File: config.mk
export PLATFORM = sky130hd
export DESIGN_NAME = ivfs_top
export DESIGN_NICKNAME = d
export VERILOG_FILES = /design/src/common/ivfs_pkg.sv /design/src/rtl/ivfs_resp.sv /design/src/rtl/ivfs_top.sv
export SDC_FILE = /design/constraint.sdc
export NUM_CORES = 1
export LEC_CHECK = 0
export BUFFER_PORTS_ARGS = -buffer_cell sky130_fd_sc_hd__buf_4
export CORE_MARGIN = 1
export CORE_UTILIZATION = 50
export DETAILED_ROUTE_END_ITERATION = 6
export PLACE_DENSITY = 0.78
export REMOVE_ABC_BUFFERS = 1
export SYNTH_ARGS = -nofsm -noshare
export SYNTH_HDL_FRONTEND = slang
export SYNTH_SLANG_ARGS = --single-unit
File: constraint.sdc
create_clock -name clk -period 6.9 [get_ports clk]
set_input_delay 2.07 -clock clk [delete_from_list [all_inputs] [get_ports clk]]
set_output_delay 2.07 -clock clk [all_outputs]
set_load 0.005 [all_outputs]
File: src/common/ivfs_pkg.sv
// Constants and types for the input-voltage fault supervisor
package ivfs_pkg;
  localparam logic [7:0] CMD_OV_FAULT_LIM = 8'h55;
  localparam logic [7:0] CMD_OV_FAULT_ACT = 8'h56;
  localparam logic [7:0] CMD_OV_WARN_LIM  = 8'h57;
  localparam logic [7:0] CMD_UV_WARN_LIM  = 8'h58;
  localparam logic [7:0] CMD_UV_FAULT_LIM = 8'h59;
  localparam logic [7:0] CMD_UV_FAULT_ACT = 8'h5a;
  localparam logic [15:0] RST_OV_FAULT_LIM = 16'hd3a0;
  localparam logic [15:0] RST_OV_WARN_LIM  = 16'hd360;
  // 4.5 V in linear-11: mantissa 9, exponent -1
  localparam logic [15:0] RST_UV_WARN_LIM  = 16'hf809;
  localparam logic [7:0]  RST_FAULT_ACT    = 8'h80;
  localparam int ACT_MODE_HI  = 7;
  localparam int ACT_MODE_LO  = 6;
  localparam int ACT_RETRY_HI = 5;
  localparam int ACT_RETRY_LO = 3;
  localparam int ACT_TIME_HI  = 2;
  localparam int ACT_TIME_LO  = 0;
  localparam logic [1:0] MODE_IGNORE  = 2'h0;
  localparam logic [1:0] MODE_DELAY   = 2'h1;
  localparam logic [1:0] MODE_DISABLE = 2'h2;
  localparam logic [1:0] MODE_FOLLOW  = 2'h3;
  localparam logic [2:0] RETRY_NONE    = 3'h0;
  localparam logic [2:0] RETRY_FOREVER = 3'h7;
  // Time unit of the 3-bit count: 1 ms
  localparam int TIME_UNIT_US = 1000;
  localparam int CLK_MHZ      = 20;
  localparam int UNIT_CYCLES  = TIME_UNIT_US * CLK_MHZ;
  typedef enum logic [1:0] {IVFS_RUN, IVFS_WAIT, IVFS_OFF, IVFS_RETRY} ivfs_state_t;
endpackage

File: src/rtl/ivfs_resp.sv
// Fault response sequencer for one input fault
`timescale 1ns/10ps
`default_nettype none
module ivfs_resp
  import ivfs_pkg::*;
#(
  parameter int UNIT = UNIT_CYCLES
)(
  input  wire logic       clk,
  input  wire logic       rst_n,
  input  wire logic       fault,
  input  wire logic [7:0] action,
  output logic            out_off
);
  typedef struct packed {
    ivfs_state_t  st;
    logic [31:0]  tick;
    logic [2:0]   units;
    logic [2:0]   tries;
    logic         off;
  } ivfs_resp_t;
  ivfs_resp_t s_q;
  ivfs_resp_t s_d;
  logic [1:0] mode;
  logic [2:0] retry;
  logic [2:0] tcnt;
  logic       unit_end;
  assign mode     = action[ACT_MODE_HI:ACT_MODE_LO];
  assign retry    = action[ACT_RETRY_HI:ACT_RETRY_LO];
  assign tcnt     = action[ACT_TIME_HI:ACT_TIME_LO];
  assign unit_end = (s_q.tick == 32'(UNIT - 1));
  assign out_off  = s_q.off;
  always_comb
  begin
    s_d = s_q;
    s_d.tick = unit_end ? 32'h0000_0000 : s_q.tick + 32'h0000_0001;
    case (s_q.st)
      IVFS_RUN:
      begin
        s_d.off = 1'b0;
        s_d.units = 3'h0;
        s_d.tick = 32'h0000_0000;
        if (fault)
        begin
          if (mode == MODE_DELAY)
            s_d.st = IVFS_WAIT;
          else if (mode == MODE_DISABLE)
          begin
            s_d.st = IVFS_OFF;
            s_d.off = 1'b1;
          end
          else if (mode == MODE_FOLLOW)
            s_d.off = 1'b1;
          s_d.tries = retry;
        end
      end
      IVFS_WAIT:
      begin
        if (unit_end)
          s_d.units = s_q.units + 3'h1;
        if (s_q.units >= tcnt)
        begin
          s_d.st = IVFS_OFF;
          s_d.off = 1'b1;
          s_d.units = 3'h0;
          s_d.tick = 32'h0000_0000;
        end
      end
      IVFS_OFF:
      begin
        s_d.off = 1'b1;
        if (retry == RETRY_NONE)
          s_d.st = IVFS_OFF;
        else
        begin
          if (unit_end)
            s_d.units = s_q.units + 3'h1;
          if (s_q.units >= tcnt)
          begin
            s_d.st = IVFS_RETRY;
            s_d.units = 3'h0;
          end
        end
      end
      default:
      begin
        s_d.off = 1'b0;
        if (retry == RETRY_FOREVER)
          s_d.st = IVFS_RUN;
        else if (s_q.tries != 3'h0)
        begin
          s_d.tries = s_q.tries - 3'h1;
          s_d.st = IVFS_RUN;
        end
        else
        begin
          s_d.st = IVFS_OFF;
          s_d.off = 1'b1;
        end
      end
    endcase
    if (s_q.st == IVFS_RUN && mode == MODE_FOLLOW)
      s_d.off = fault;
    if (mode == MODE_IGNORE && s_q.st == IVFS_RUN)
      s_d.off = 1'b0;
  end
  always_ff @(posedge clk or negedge rst_n)
  begin
    if (!rst_n)
      s_q <= '{IVFS_RUN, 32'h0000_0000, 3'h0, 3'h0, 1'b0};
    else
      s_q <= s_d;
  end
endmodule
`default_nettype wire

File: src/rtl/ivfs_top.sv
// Input-voltage fault supervisor register bank and comparators
`timescale 1ns/10ps
`default_nettype none
module ivfs_top
  import ivfs_pkg::*;
#(
  parameter int UNIT = UNIT_CYCLES
)(
  input  wire logic        clk,
  input  wire logic        reset_n,
  input  wire logic        wr_en,
  input  wire logic        rd_en,
  input  wire logic [7:0]  cmd,
  input  wire logic [15:0] wr_data,
  output logic [15:0]      rd_data,
  output logic             rd_valid,
  output logic             cmd_bad,
  input  wire logic        clear_faults,
  input  wire logic [15:0] uv_fault_strap,
  input  wire logic        vin_valid,
  input  wire logic [15:0] vin_sample,
  output logic             ov_fault_flag,
  output logic             uv_fault_flag,
  output logic             ov_warn_flag,
  output logic             uv_warn_flag,
  output logic             input_flag,
  output logic             nota_flag,
  output logic             notify,
  output logic             output_off
);
  typedef struct packed {
    logic [15:0] ov_lim;
    logic [7:0]  ov_act;
    logic [15:0] ovw_lim;
    logic [15:0] uvw_lim;
    logic [15:0] uv_lim;
    logic [7:0]  uv_act;
    logic        strap_done;
    logic [15:0] rdat;
    logic        rval;
    logic        bad;
    logic        ovf;
    logic        uvf;
    logic        ovw;
    logic        uvw;
    logic        ntf;
    logic        ov_act_in;
    logic        uv_act_in;
    logic        off;
    logic        inp;
    logic        nota;
  } ivfs_top_t;
  ivfs_top_t s_q;
  ivfs_top_t s_d;
  logic [1:0]  rst_sync_q;
  logic        rst_n;
  logic        ov_off;
  logic        uv_off;

  // Linear-11 to a common fixed point: value * 2^16, 48-bit signed
  function automatic logic signed [47:0] l11_val(input logic [15:0] w);
    logic signed [4:0]  e;
    logic signed [47:0] m;
    e = w[15:11];
    m = 48'(signed'(w[10:0]));
    if (e >= 0)
      l11_val = m <<< (16 + e);
    else
      l11_val = (m <<< 16) >>> (-e);
  endfunction

  always_ff @(posedge clk or negedge reset_n)
  begin
    if (!reset_n)
      rst_sync_q <= 2'b00;
    else
      rst_sync_q <= {rst_sync_q[0], 1'b1};
  end
  assign rst_n = rst_sync_q[1];

  always_comb
  begin
    logic signed [47:0] v;
    logic               hit_ov;
    logic               hit_uv;
    logic               hit_ovw;
    logic               hit_uvw;
    v = l11_val(vin_sample);
    hit_ov  = v > l11_val(s_q.ov_lim);
    hit_ovw = v > l11_val(s_q.ovw_lim);
    hit_uvw = v < l11_val(s_q.uvw_lim);
    hit_uv  = v < l11_val(s_q.uv_lim);
    s_d = s_q;
    s_d.rval = 1'b0;
    s_d.bad = 1'b0;
    s_d.ntf = 1'b0;
    if (!s_q.strap_done)
    begin
      s_d.uv_lim = uv_fault_strap;
      s_d.strap_done = 1'b1;
    end
    if (wr_en)
    begin
      if (cmd == CMD_OV_FAULT_LIM)
        s_d.ov_lim = wr_data;
      else if (cmd == CMD_OV_FAULT_ACT)
        s_d.ov_act = wr_data[7:0];
      else if (cmd == CMD_OV_WARN_LIM)
        s_d.ovw_lim = wr_data;
      else if (cmd == CMD_UV_WARN_LIM)
        s_d.uvw_lim = wr_data;
      else if (cmd == CMD_UV_FAULT_LIM)
        s_d.uv_lim = wr_data;
      else if (cmd == CMD_UV_FAULT_ACT)
        s_d.uv_act = wr_data[7:0];
      else
        s_d.bad = 1'b1;
    end
    if (rd_en)
    begin
      s_d.rval = 1'b1;
      if (cmd == CMD_OV_FAULT_LIM)
        s_d.rdat = s_q.ov_lim;
      else if (cmd == CMD_OV_FAULT_ACT)
        s_d.rdat = {8'h00, s_q.ov_act};
      else if (cmd == CMD_OV_WARN_LIM)
        s_d.rdat = s_q.ovw_lim;
      else if (cmd == CMD_UV_WARN_LIM)
        s_d.rdat = s_q.uvw_lim;
      else if (cmd == CMD_UV_FAULT_LIM)
        s_d.rdat = s_q.uv_lim;
      else if (cmd == CMD_UV_FAULT_ACT)
        s_d.rdat = {8'h00, s_q.uv_act};
      else
      begin
        s_d.rdat = 16'h0000;
        s_d.bad = 1'b1;
      end
    end
    // Fault conditions feeding the response sequencers: OV follows each sample, UV holds until a sample is not below the UV warn limit
    if (vin_valid)
    begin
      s_d.ov_act_in = hit_ov;
      if (hit_uv)
        s_d.uv_act_in = 1'b1;
      else if (!hit_uvw)
        s_d.uv_act_in = 1'b0;
    end
    if (clear_faults)
    begin
      s_d.ovf = 1'b0;
      s_d.uvf = 1'b0;
      s_d.ovw = 1'b0;
      s_d.uvw = 1'b0;
    end
    if (vin_valid)
    begin
      if (hit_ov)
        s_d.ovf = 1'b1;
      if (hit_uv)
        s_d.uvf = 1'b1;
      if (hit_ovw)
        s_d.ovw = 1'b1;
      if (hit_uvw)
        s_d.uvw = 1'b1;
      if ((hit_ov && !s_q.ovf) || (hit_uv && !s_q.uvf) ||
          (hit_ovw && !s_q.ovw) || (hit_uvw && !s_q.uvw))
        s_d.ntf = 1'b1;
    end
    s_d.off = ov_off | uv_off;
    s_d.inp = s_d.ovf | s_d.uvf | s_d.ovw | s_d.uvw;
    s_d.nota = s_d.ovw | s_d.uvw;
  end

  always_ff @(posedge clk or negedge rst_n)
  begin
    if (!rst_n)
      s_q <= '{RST_OV_FAULT_LIM, RST_FAULT_ACT, RST_OV_WARN_LIM,
               RST_UV_WARN_LIM, 16'h0000, RST_FAULT_ACT, 1'b0,
               16'h0000, 1'b0, 1'b0, 1'b0, 1'b0, 1'b0, 1'b0,
               1'b0, 1'b0, 1'b0, 1'b0, 1'b0, 1'b0};
    else
      s_q <= s_d;
  end

  ivfs_resp #(.UNIT(UNIT)) u_ov_resp (
    .clk     (clk),
    .rst_n   (rst_n),
    .fault   (s_q.ov_act_in),
    .action  (s_q.ov_act),
    .out_off (ov_off)
  );
  ivfs_resp #(.UNIT(UNIT)) u_uv_resp (
    .clk     (clk),
    .rst_n   (rst_n),
    .fault   (s_q.uv_act_in),
    .action  (s_q.uv_act),
    .out_off (uv_off)
  );

  assign rd_data       = s_q.rdat;
  assign rd_valid      = s_q.rval;
  assign cmd_bad       = s_q.bad;
  assign ov_fault_flag = s_q.ovf;
  assign uv_fault_flag = s_q.uvf;
  assign ov_warn_flag  = s_q.ovw;
  assign uv_warn_flag  = s_q.uvw;
  assign input_flag    = s_q.inp;
  assign nota_flag     = s_q.nota;
  assign notify        = s_q.ntf;
  assign output_off    = s_q.off;
endmodule
`default_nettype wire

# After elaboration in Yosys (flattened, before gate mapping)
# Index checks and enable logic that the tools add are counted.
# totals
input_bits,62
regBits,193
# classes
order_cmp,11
eq_ne,35
muxes,97
n_shift,10
n_reduce_logical,41
n_addsub,16
n_bitwise,12
# op_table
op,count
$mux W48,5
$sshl A11 B32 Y48,5
$sshr A27 B5 Y48,5
$pmux W32 S2,2
$mux W24,5
$mux W16,7
$gt A48 B48 Y1,2
$lt A48 B48 Y1,2
$mux W37,2
$add A32 B1 Y32 const B,2
$eq A32 B15 Y1 const B,2
$mux W32,2
$eq A8 B7 Y1 const B,6
$add A6 B5 Y7 const A,5
$mux W1,34
$mux W2,15
$ge A5 B1 Y1 const B,5
$neg A5 Y5,5
$mux W3,8
$mux W8,3
$mux W4,5
$reduce_and A4 Y1,5
$pmux W3 S3,2
$ne A2 B2 Y1 const B,7
27 further kinds,81

# Longest topological paths before layout
# Gate-level depths: netlist of run 1.
# logic_depth
ltp_word,15
mapped_depth,25
ltp_nobuf,21

# Hierarchy
# A second synthesis of run 1 with hierarchy kept.
# unflattened
hier_cells,2898
hier_area_um2,22900.7
# modules_own_cells
module,cells_per_inst,area_per_inst_um2,instances,seq_area_each_um2
ivfs_top,2344,17818.3,1,2806.4
ivfs_resp,277,2541.2,2,1026.0

# Worst setup path after synthesis of run 1
# Ideal clock, no wire load.
# synth_timing
path_kind,input port to flip-flop
startpoint,input vin_sample[12]
endpoint,"register s_q, in the netlist notify"
required_ns,6.818
setup_slack_ns,0.321
path_buffers,3
cell_stages,19
arrival_ns,6.497
setup_ns,0.082
path_cell_list,clkbuf_1 -> inv_1 -> ha_1 -> clkbuf_1 -> clkbuf_1 -> mux4_2 -> mux2i_1 -> o21ai_0 -> a32o_1 -> ha_1 -> a2111oi_0 -> o21ai_0 -> a311oi_1 -> o311ai_1 -> nor2_1 -> mux2_1 -> a31oi_1 -> a222oi_1 -> a31oi_1
# synth_lines
item,line_no,source
start: declaration,ivfs_top.sv:21,"input wire logic [15:0] vin_sample,"
end signal: assignment,ivfs_top.sv:178,"s_q <= '{RST_OV_FAULT_LIM, RST_FAULT_ACT, RST_OV_WARN_LIM,"
end: declaration,ivfs_top.sv:53,ivfs_top_t s_q;

==> results.cfg, run 1 <==
[clock_network]
clk_pin_slew_ps = 80
clk_latency_ps = 450
cts_resized = 0
htreeDepth = 4
cts_tree = built
post_cts_buffers = 0
ctsLongestPathBuffers = 2
clock-sinks = 193
cts-hold-fix-buffers = 0
cts_buffers = 17
clock-root-buffer = clkbuf_16

[floorplan]
die_y_um = 214.1
core-area_sq_um = 44320
start_util_pct = 50.77
io_pins = 88
dieArea_sq_um = 45850
rows = 77
die_w_um = 214.1

[hold_path]
min_from = rst_sync_q[0]$_DFF_PN0_
hold_path_class = register to register

[place]
placed_cell_area_sq_um = 23480
preCtsSetupSlack_ps = 80.78
gp_congestion = 1.046
portBuffers = 87
dp_hpwl_um = 60170
dp_cells = 3427

[power_and_ir_drop]
ir_drop_mv = 0.2550
p_leak_nw = 10.05
power_mw = 4.623
power_density_nw_per_um2 = 191.9

[drt]
vias_per_cell = 6.727
wl_per_cell_um = 22.78
first_iter_violations = 2770
vias = 23270
totalWireLength_um = 78800
drc_errors = 0
final_antenna_net_count = 0
drtPass1Iterations = 7

[yosys]
ys_ff_latch = 193
synth_edf_count = 0
dominantRegCellSynth = dfrtp_1
synthTopCellsByArea = dfrtp_1 19%, ha_1 11%, o21ai_0 6.1%
syn_area_sq_um = 22500
ys_async_sr_fraction_pct = 100.0
yosysWarnings = 0
ys_types = 83
yosysTopAreaCell = dfrtp_1
synth_top_area_share_pct = 18.91
syn_area_per_cell_sq_um = 7.763
synthCells = 2898
ys_seq_area_share_pct = 21.60

[critical_path]
cp.arrival_ps = 6870
reg2reg_from = s_q[65]$_DFFE_PN1P_
cpPeakStageDelay_ps = 520
cp_slowest_cell = a21oi_1
crit_top_cell = nor2_1
cp_num_buf_inv = 3
start_kind = input pin
cp-end-kind = register
r2r_setup_slack_ps = 790
cpLargestDelayFamily = compound AO/OA/AOI/OAI gates
path_max_fanout = 21
path_cells = buf_4 -> inv_1 -> ha_1 -> nor2_1 -> nand2_1 -> mux2i_1 -> a21oi_1 -> mux2_2 -> nor2_1 -> a21oi_1 -> ha_1 -> nand2_1 -> nor4_1 -> nand3_1 -> o311ai_1 -> nor2_1 -> mux2_1 -> a31oi_1 -> buf_4 -> a222oi_1 -> a31oi_1
startpoint = vin_sample[12]
cp.required_ps = 7270
path_class = input pin to register

[global_route]
grt-ovfl-total = 0
antenna_found_initial = 0
grt_first_pass_wirelength_um = 120700
grtUsageTotal_pct = 33.17
grt_start_max_net_pins = 72
grt_pass1_vias = 21390

[finish]
layout_common_cells = 315 x nand2_1, 287 x nor2_1, 273 x o21ai_0, 241 x a21oi_1, 200 x ha_1
area_growth_pct = 7.069
drive_above_1_share_pct = 12.56
finish.instance_area_sq_um = 24090
diodes = 0
fin_nets = 3116
mostFrequentLayoutCell = nand2_1
final_cell_count_no_fill = 3459

[sta]
fmax_ghz = 0.1539
skew_ps = 11.40
hold_violations = 0
finalCritPeriodShare_pct = 94.18
finalSetupViolCount = 0
grt_setup_unrepaired = false
slew-limit-headroom_pct = 19.61
worst_slack_ps = 401.5
worst_pin_slew_ps = 1193
report.final.slew_viol_count = 0
finalSetupTns_ps = 0
fin_crit_ps = 6498

[flow_run]
drv_cap = 0

[run_status]
status = complete, no violations
[worst register-to-register path: cells and delay by family (launching register included)]
family / cells / cell delay [ps]
AO/OA/AOI/OAI: 6 / 1390
AND/OR/NAND/NOR: 7 / 1560
flip-flops: 1 / 880
multiplexers: 1 / 320
buffers and inverters: 3 / 650
adder cells (fa/ha/maj): 3 / 1230
[Yosys cell counts, types with 12 or more instances]
cell        n
a221oi_1   13
nor3_1     53
a211oi_1   30
a21o_1     48
nand2_1   315
a222oi_1   31
nand3_1    90
dfstp_2    23
mux2_2    102
a22oi_1    16
inv_1      67
and2_1     12
a21oi_1   241
nor2_1    287
o21a_1     46
and3_1     20
o21ai_0   273
xnor2_1    26
or3_1      16
buf_4      17
ha_1      200
nor2b_1    35
mux2i_1   134
mux4_2     25
nand2b_1   24
buf_1      18
dfrtp_1   170
xor2_1     51
nor4_1     20
nand4_1    42
clkbuf_1  166
a22o_1     29
o211ai_1   20
o22ai_1    19
a31oi_1    40
a21boi_0   21
[registers in the layout (all words and copies together) (netlist names), 2 cells and up]
register,count
u_ov_resp.s_q,40
rst_sync_q,2
u_uv_resp.s_q,40
rd_data,16
s_q,83
[final cells by class]
| class | count | area (sq um) |
|---|---|---|
| clock inverters | 14 | 170.2 |
| fillers | 4079 | 20230 |
| multi-input cells | 2418 | 16480 |
| repair buffers | 148 | 1111 |
| inverters | 76 | 285.3 |
| well taps | 592 | 740.7 |
| flip-flops and latches | 193 | 4862 |
| clock buffers | 18 | 439.2 |
[cells by family after synthesis]
logic type | count (synthesis) | synth area share (%)
adders and majority gates | 200 | 11.12
buffers and inverters | 288 | 5.233
AOI/OAI and AO/OA | 924 | 26.01
other | 1 | 0.01667
muxes | 264 | 13.75
DFF | 193 | 21.60
and+or+nand+nor | 951 | 19.28
xor gates and xnor gates | 77 | 2.998
[power breakdown]
part           leakage (nW)  switching (mW)  internal [mW]  total, mW
sequential             2.48           0.154           1.23       1.38
clock                 0.293           0.486          0.530       1.02
combinational          7.28            1.40          0.822       2.22
[per-stage QoR]
step	hold slack, ps	util (%)
2_1_floorplan	331.2	-
3_3_place_gp	342.6	52.98
3_5_place_dp	344.8	52.98
4_1_cts	372.5	54.35
5_1_grt	373.3	54.35
6_report	371.2	54.35
[final timing paths]
kind	cells past startpoint	end
max	21	notify$_DFF_PN0_
min	0	rst_sync_q[1]$_DFF_PN0_
max reg2reg	20	notify$_DFF_PN0_
min reg2reg	0	rst_sync_q[1]$_DFF_PN0_
max in group asynchronous	1	u_uv_resp.s_q[6]$_DFFE_PN0P_
min in group asynchronous	0	s_q[52]$_DFF_PN0_
[layer usage]
metal	part of all wire, %	global-route usage, %	up-vias
li1	-	-	10660
met1	40	42.72	11000
met2	45	52.73	1345
met3	9.1	5.135	269
met4	6.2	19.43	0
met5	0	0	-
No activity file was read; power rests on OpenSTA's default activity.
==> inputs of run 2 (changes only) <==
PLACE_DENSITY = 0.77   (was 0.78)
==> run 2 against run 1 <==
Effect of this change: the run now ends with design-rule violations left; clock skew increased by 1.5 ps; die area unchanged; register-to-register slack better by 210 ps; cell area rose by 0.42%; sequential share of layout area decreased by 0.085 points; critical path depth stayed put; utilization up 0.23 points; first-iteration DRC count decreased by 3.6%.
==> results.cfg, run 2 (synthesis gave the netlist of run 1 again) <==
[finish]
seq_area_sq_um = 4862
area_growth_pct = 7.519
biggestRegsByFlops = s_q: 83 flops, u_ov_resp.s_q: 40 flops, u_uv_resp.s_q: 40 flops
mostFrequentLayoutCell = nand2_1
top_register = s_q
layout_common_cells = 315 x nand2_1, 287 x nor2_1, 273 x o21ai_0, 241 x a21oi_1, 200 x ha_1
drive_above_1_share_pct = 12.71
largest_reg_flops = 83
diodes = 0
multi_input_area_sq_um = 16490
final_cell_count_no_fill = 3464
fin_nets = 3121
fill_cells = 4154
utilization_pct = 54.58

[critical_path]
path_max_fanout = 31
startpoint = vin_sample[12]
cp_num_buf_inv = 4
cp-end-kind = register
cpLargestDelayFamily = compound AO/OA/AOI/OAI gates
crit_end = input_flag$_DFF_PN0_
cp.depth = 21
reg2reg_from = s_q[65]$_DFFE_PN1P_
r2r_setup_slack_ps = 1000
start_kind = input pin
cp_slowest_cell = a21oi_1
cp.arrival_ps = 6970
path_class = input pin to register
cpPeakStageDelay_ps = 720
path_cells = buf_4 -> inv_1 -> ha_1 -> nor3b_1 -> ha_1 -> buf_4 -> nor2_1 -> mux2_2 -> nor2_1 -> a21oi_1 -> ha_1 -> a21o_1 -> a21o_1 -> a21oi_1 -> o21ai_0 -> a21o_1 -> a2111o_1 -> nor2_1 -> buf_4 -> mux2_4 -> a31oi_2
cp.required_ps = 7260
rr_worst_depth = 20
worstReg2RegEnd = input_flag$_DFF_PN0_

[sta]
report.final.slew_viol_count = 0
skew_ps = 12.88
grt_setup_unrepaired = false
worst_pin_slew_ps = 1227
finalSetupViolCount = 0
hold_violations = 0
fmax_ghz = 0.1511
slew-limit-headroom_pct = 17.93
fin_crit_ps = 6616
finalCritPeriodShare_pct = 95.89

[drt]
drtPass1Iterations = 7
final_antenna_net_count = 0
drc_errors = 9
totalWireLength_um = 79550
vias_per_cell = 6.644
wl_per_cell_um = 22.97
vias = 23020
first_iter_violations = 2669

[power_and_ir_drop]
p_clk_share_pct = 22.8
power_mw = 4.684
p_leak_nw = 10.11
p_int_mw = 2.665
share_comb_of_total_power_pct = 47.7
power_density_nw_per_um2 = 193.6
ir_drop_mv = 0.3802
power_frac_seq_pct = 29.5
swShare_pct = 43.11
switchingPower_mw = 2.019

[clock_network]
clock-sinks = 193
ctsLongestPathBuffers = 2
clock-root-buffer = clkbuf_16
cts_tree = built
cts-hold-fix-buffers = 0
htreeDepth = 4
cts_buffers = 17
clk_latency_ps = 450
clk_pin_slew_ps = 70

[floorplan]
rows = 77
dieArea_sq_um = 45850
die_y_um = 214.1
io_pins = 88
core-area_sq_um = 44320
die_w_um = 214.1
start_util_pct = 50.77

[global_route]
grt_pass1_vias = 21690
grt-ovfl-total = 0
grt_first_pass_wirelength_um = 123200
grt_start_max_net_pins = 118
antenna_found_initial = 1
grtUsageTotal_pct = 33.84

[run_status]
status = finished, violations left
failed_checks = design-rule violations

[place]
dp_cells = 3432
dp_hpwl_um = 61150
portBuffers = 87
gp_congestion = 1.051

[flow_run]
drv_cap = 0

[hold_path]
hold_path_class = register to register
[run 2: cell types whose count changed in the layout (fill, tap and decap cells not counted), moves of 2 or more]
cell	previous run	this run
buf_12	0	2
buf_4	148	151
bufinv_16	1	3
clkinvlp_4	2	0
inv_6	2	4
[run 2: how the worst min path moves through the flow]
stage | start | to | slack [ps] | cells after the start
after floorplan | rst_sync_q[0]$_DFF_PN0_ | rst_sync_q[1]$_DFF_PN0_ | 330 | 0
after global routing | rst_sync_q[0]$_DFF_PN0_ | rst_sync_q[1]$_DFF_PN0_ | 360 | 0
final | rst_sync_q[0]$_DFF_PN0_ | rst_sync_q[1]$_DFF_PN0_ | 350 | 0
after detailed placement | rst_sync_q[0]$_DFF_PN0_ | rst_sync_q[1]$_DFF_PN0_ | 340 | 0
after global placement | rst_sync_q[0]$_DFF_PN0_ | rst_sync_q[1]$_DFF_PN0_ | 330 | 0
after CTS | rst_sync_q[0]$_DFF_PN0_ | rst_sync_q[1]$_DFF_PN0_ | 350 | 0
[run 2: through the flow]
stage | setup slack (ps) | area, sq um | hold slack, ps | setup TNS (ps)
2_1_floorplan | 748.7 | 21610 | 331.2 | 0
3_3_place_gp | 37.31 | 23540 | 334.0 | 0
3_5_place_dp | -23.56 | 23540 | 337.0 | -35.38
4_1_cts | 386.0 | 24180 | 352.9 | 0
5_1_grt | 13.10 | 24190 | 360.0 | 0
6_report | 283.6 | 24190 | 351.2 | 0
[run 2: what timing repair did]
item                                    4_1_cts  5_1_grt
endpoints found under the setup margin        0        4
buffers inserted                              0        0
gates resized for setup                       0        1
[run 2: layout make-up]
| type | instances | area share (%) |
|---|---|---|
| Timing Repair Buffer | 153 | 4.852 |
| Clock buffer | 20 | 1.888 |
| Sequential cell | 193 | 20.10 |
| Multi-Input combinational cell | 2418 | 68.16 |
| Tap cell | 592 | 3.062 |
| Inverter | 76 | 1.179 |
| Clock inverter | 12 | 0.7604 |
[run 2: worst register-to-register path: cells and delay by family (launching register included)]
family,cells,cell delay [ps]
compound gates,8,1700
fa+ha+maj,3,1360
simple gates,5,900
flops,1,880
buf+inv,3,630
mux,1,330
[run 2: power groups by stage]
stage               logic [mW]  registers (mW)  clock network [mW]
global route              2.44            1.39                1.12
CTS                       2.18            1.38                1.08
floorplan                 1.45            1.38                   0
global placement          2.11            1.39                   0
finish                    2.24            1.38                1.07
detailed placement        2.16            1.40                   0
[run 2: layer usage]
layer | track usage, % | vias to the layer above | part of all wire [%]
li1 | - | 10660 | -
met1 | 43.27 | 10940 | 40
met2 | 55.88 | 1167 | 46
met3 | 5.362 | 242 | 8.7
met4 | 15.86 | 2 | 5.0
met5 | 0 | - | 0.016
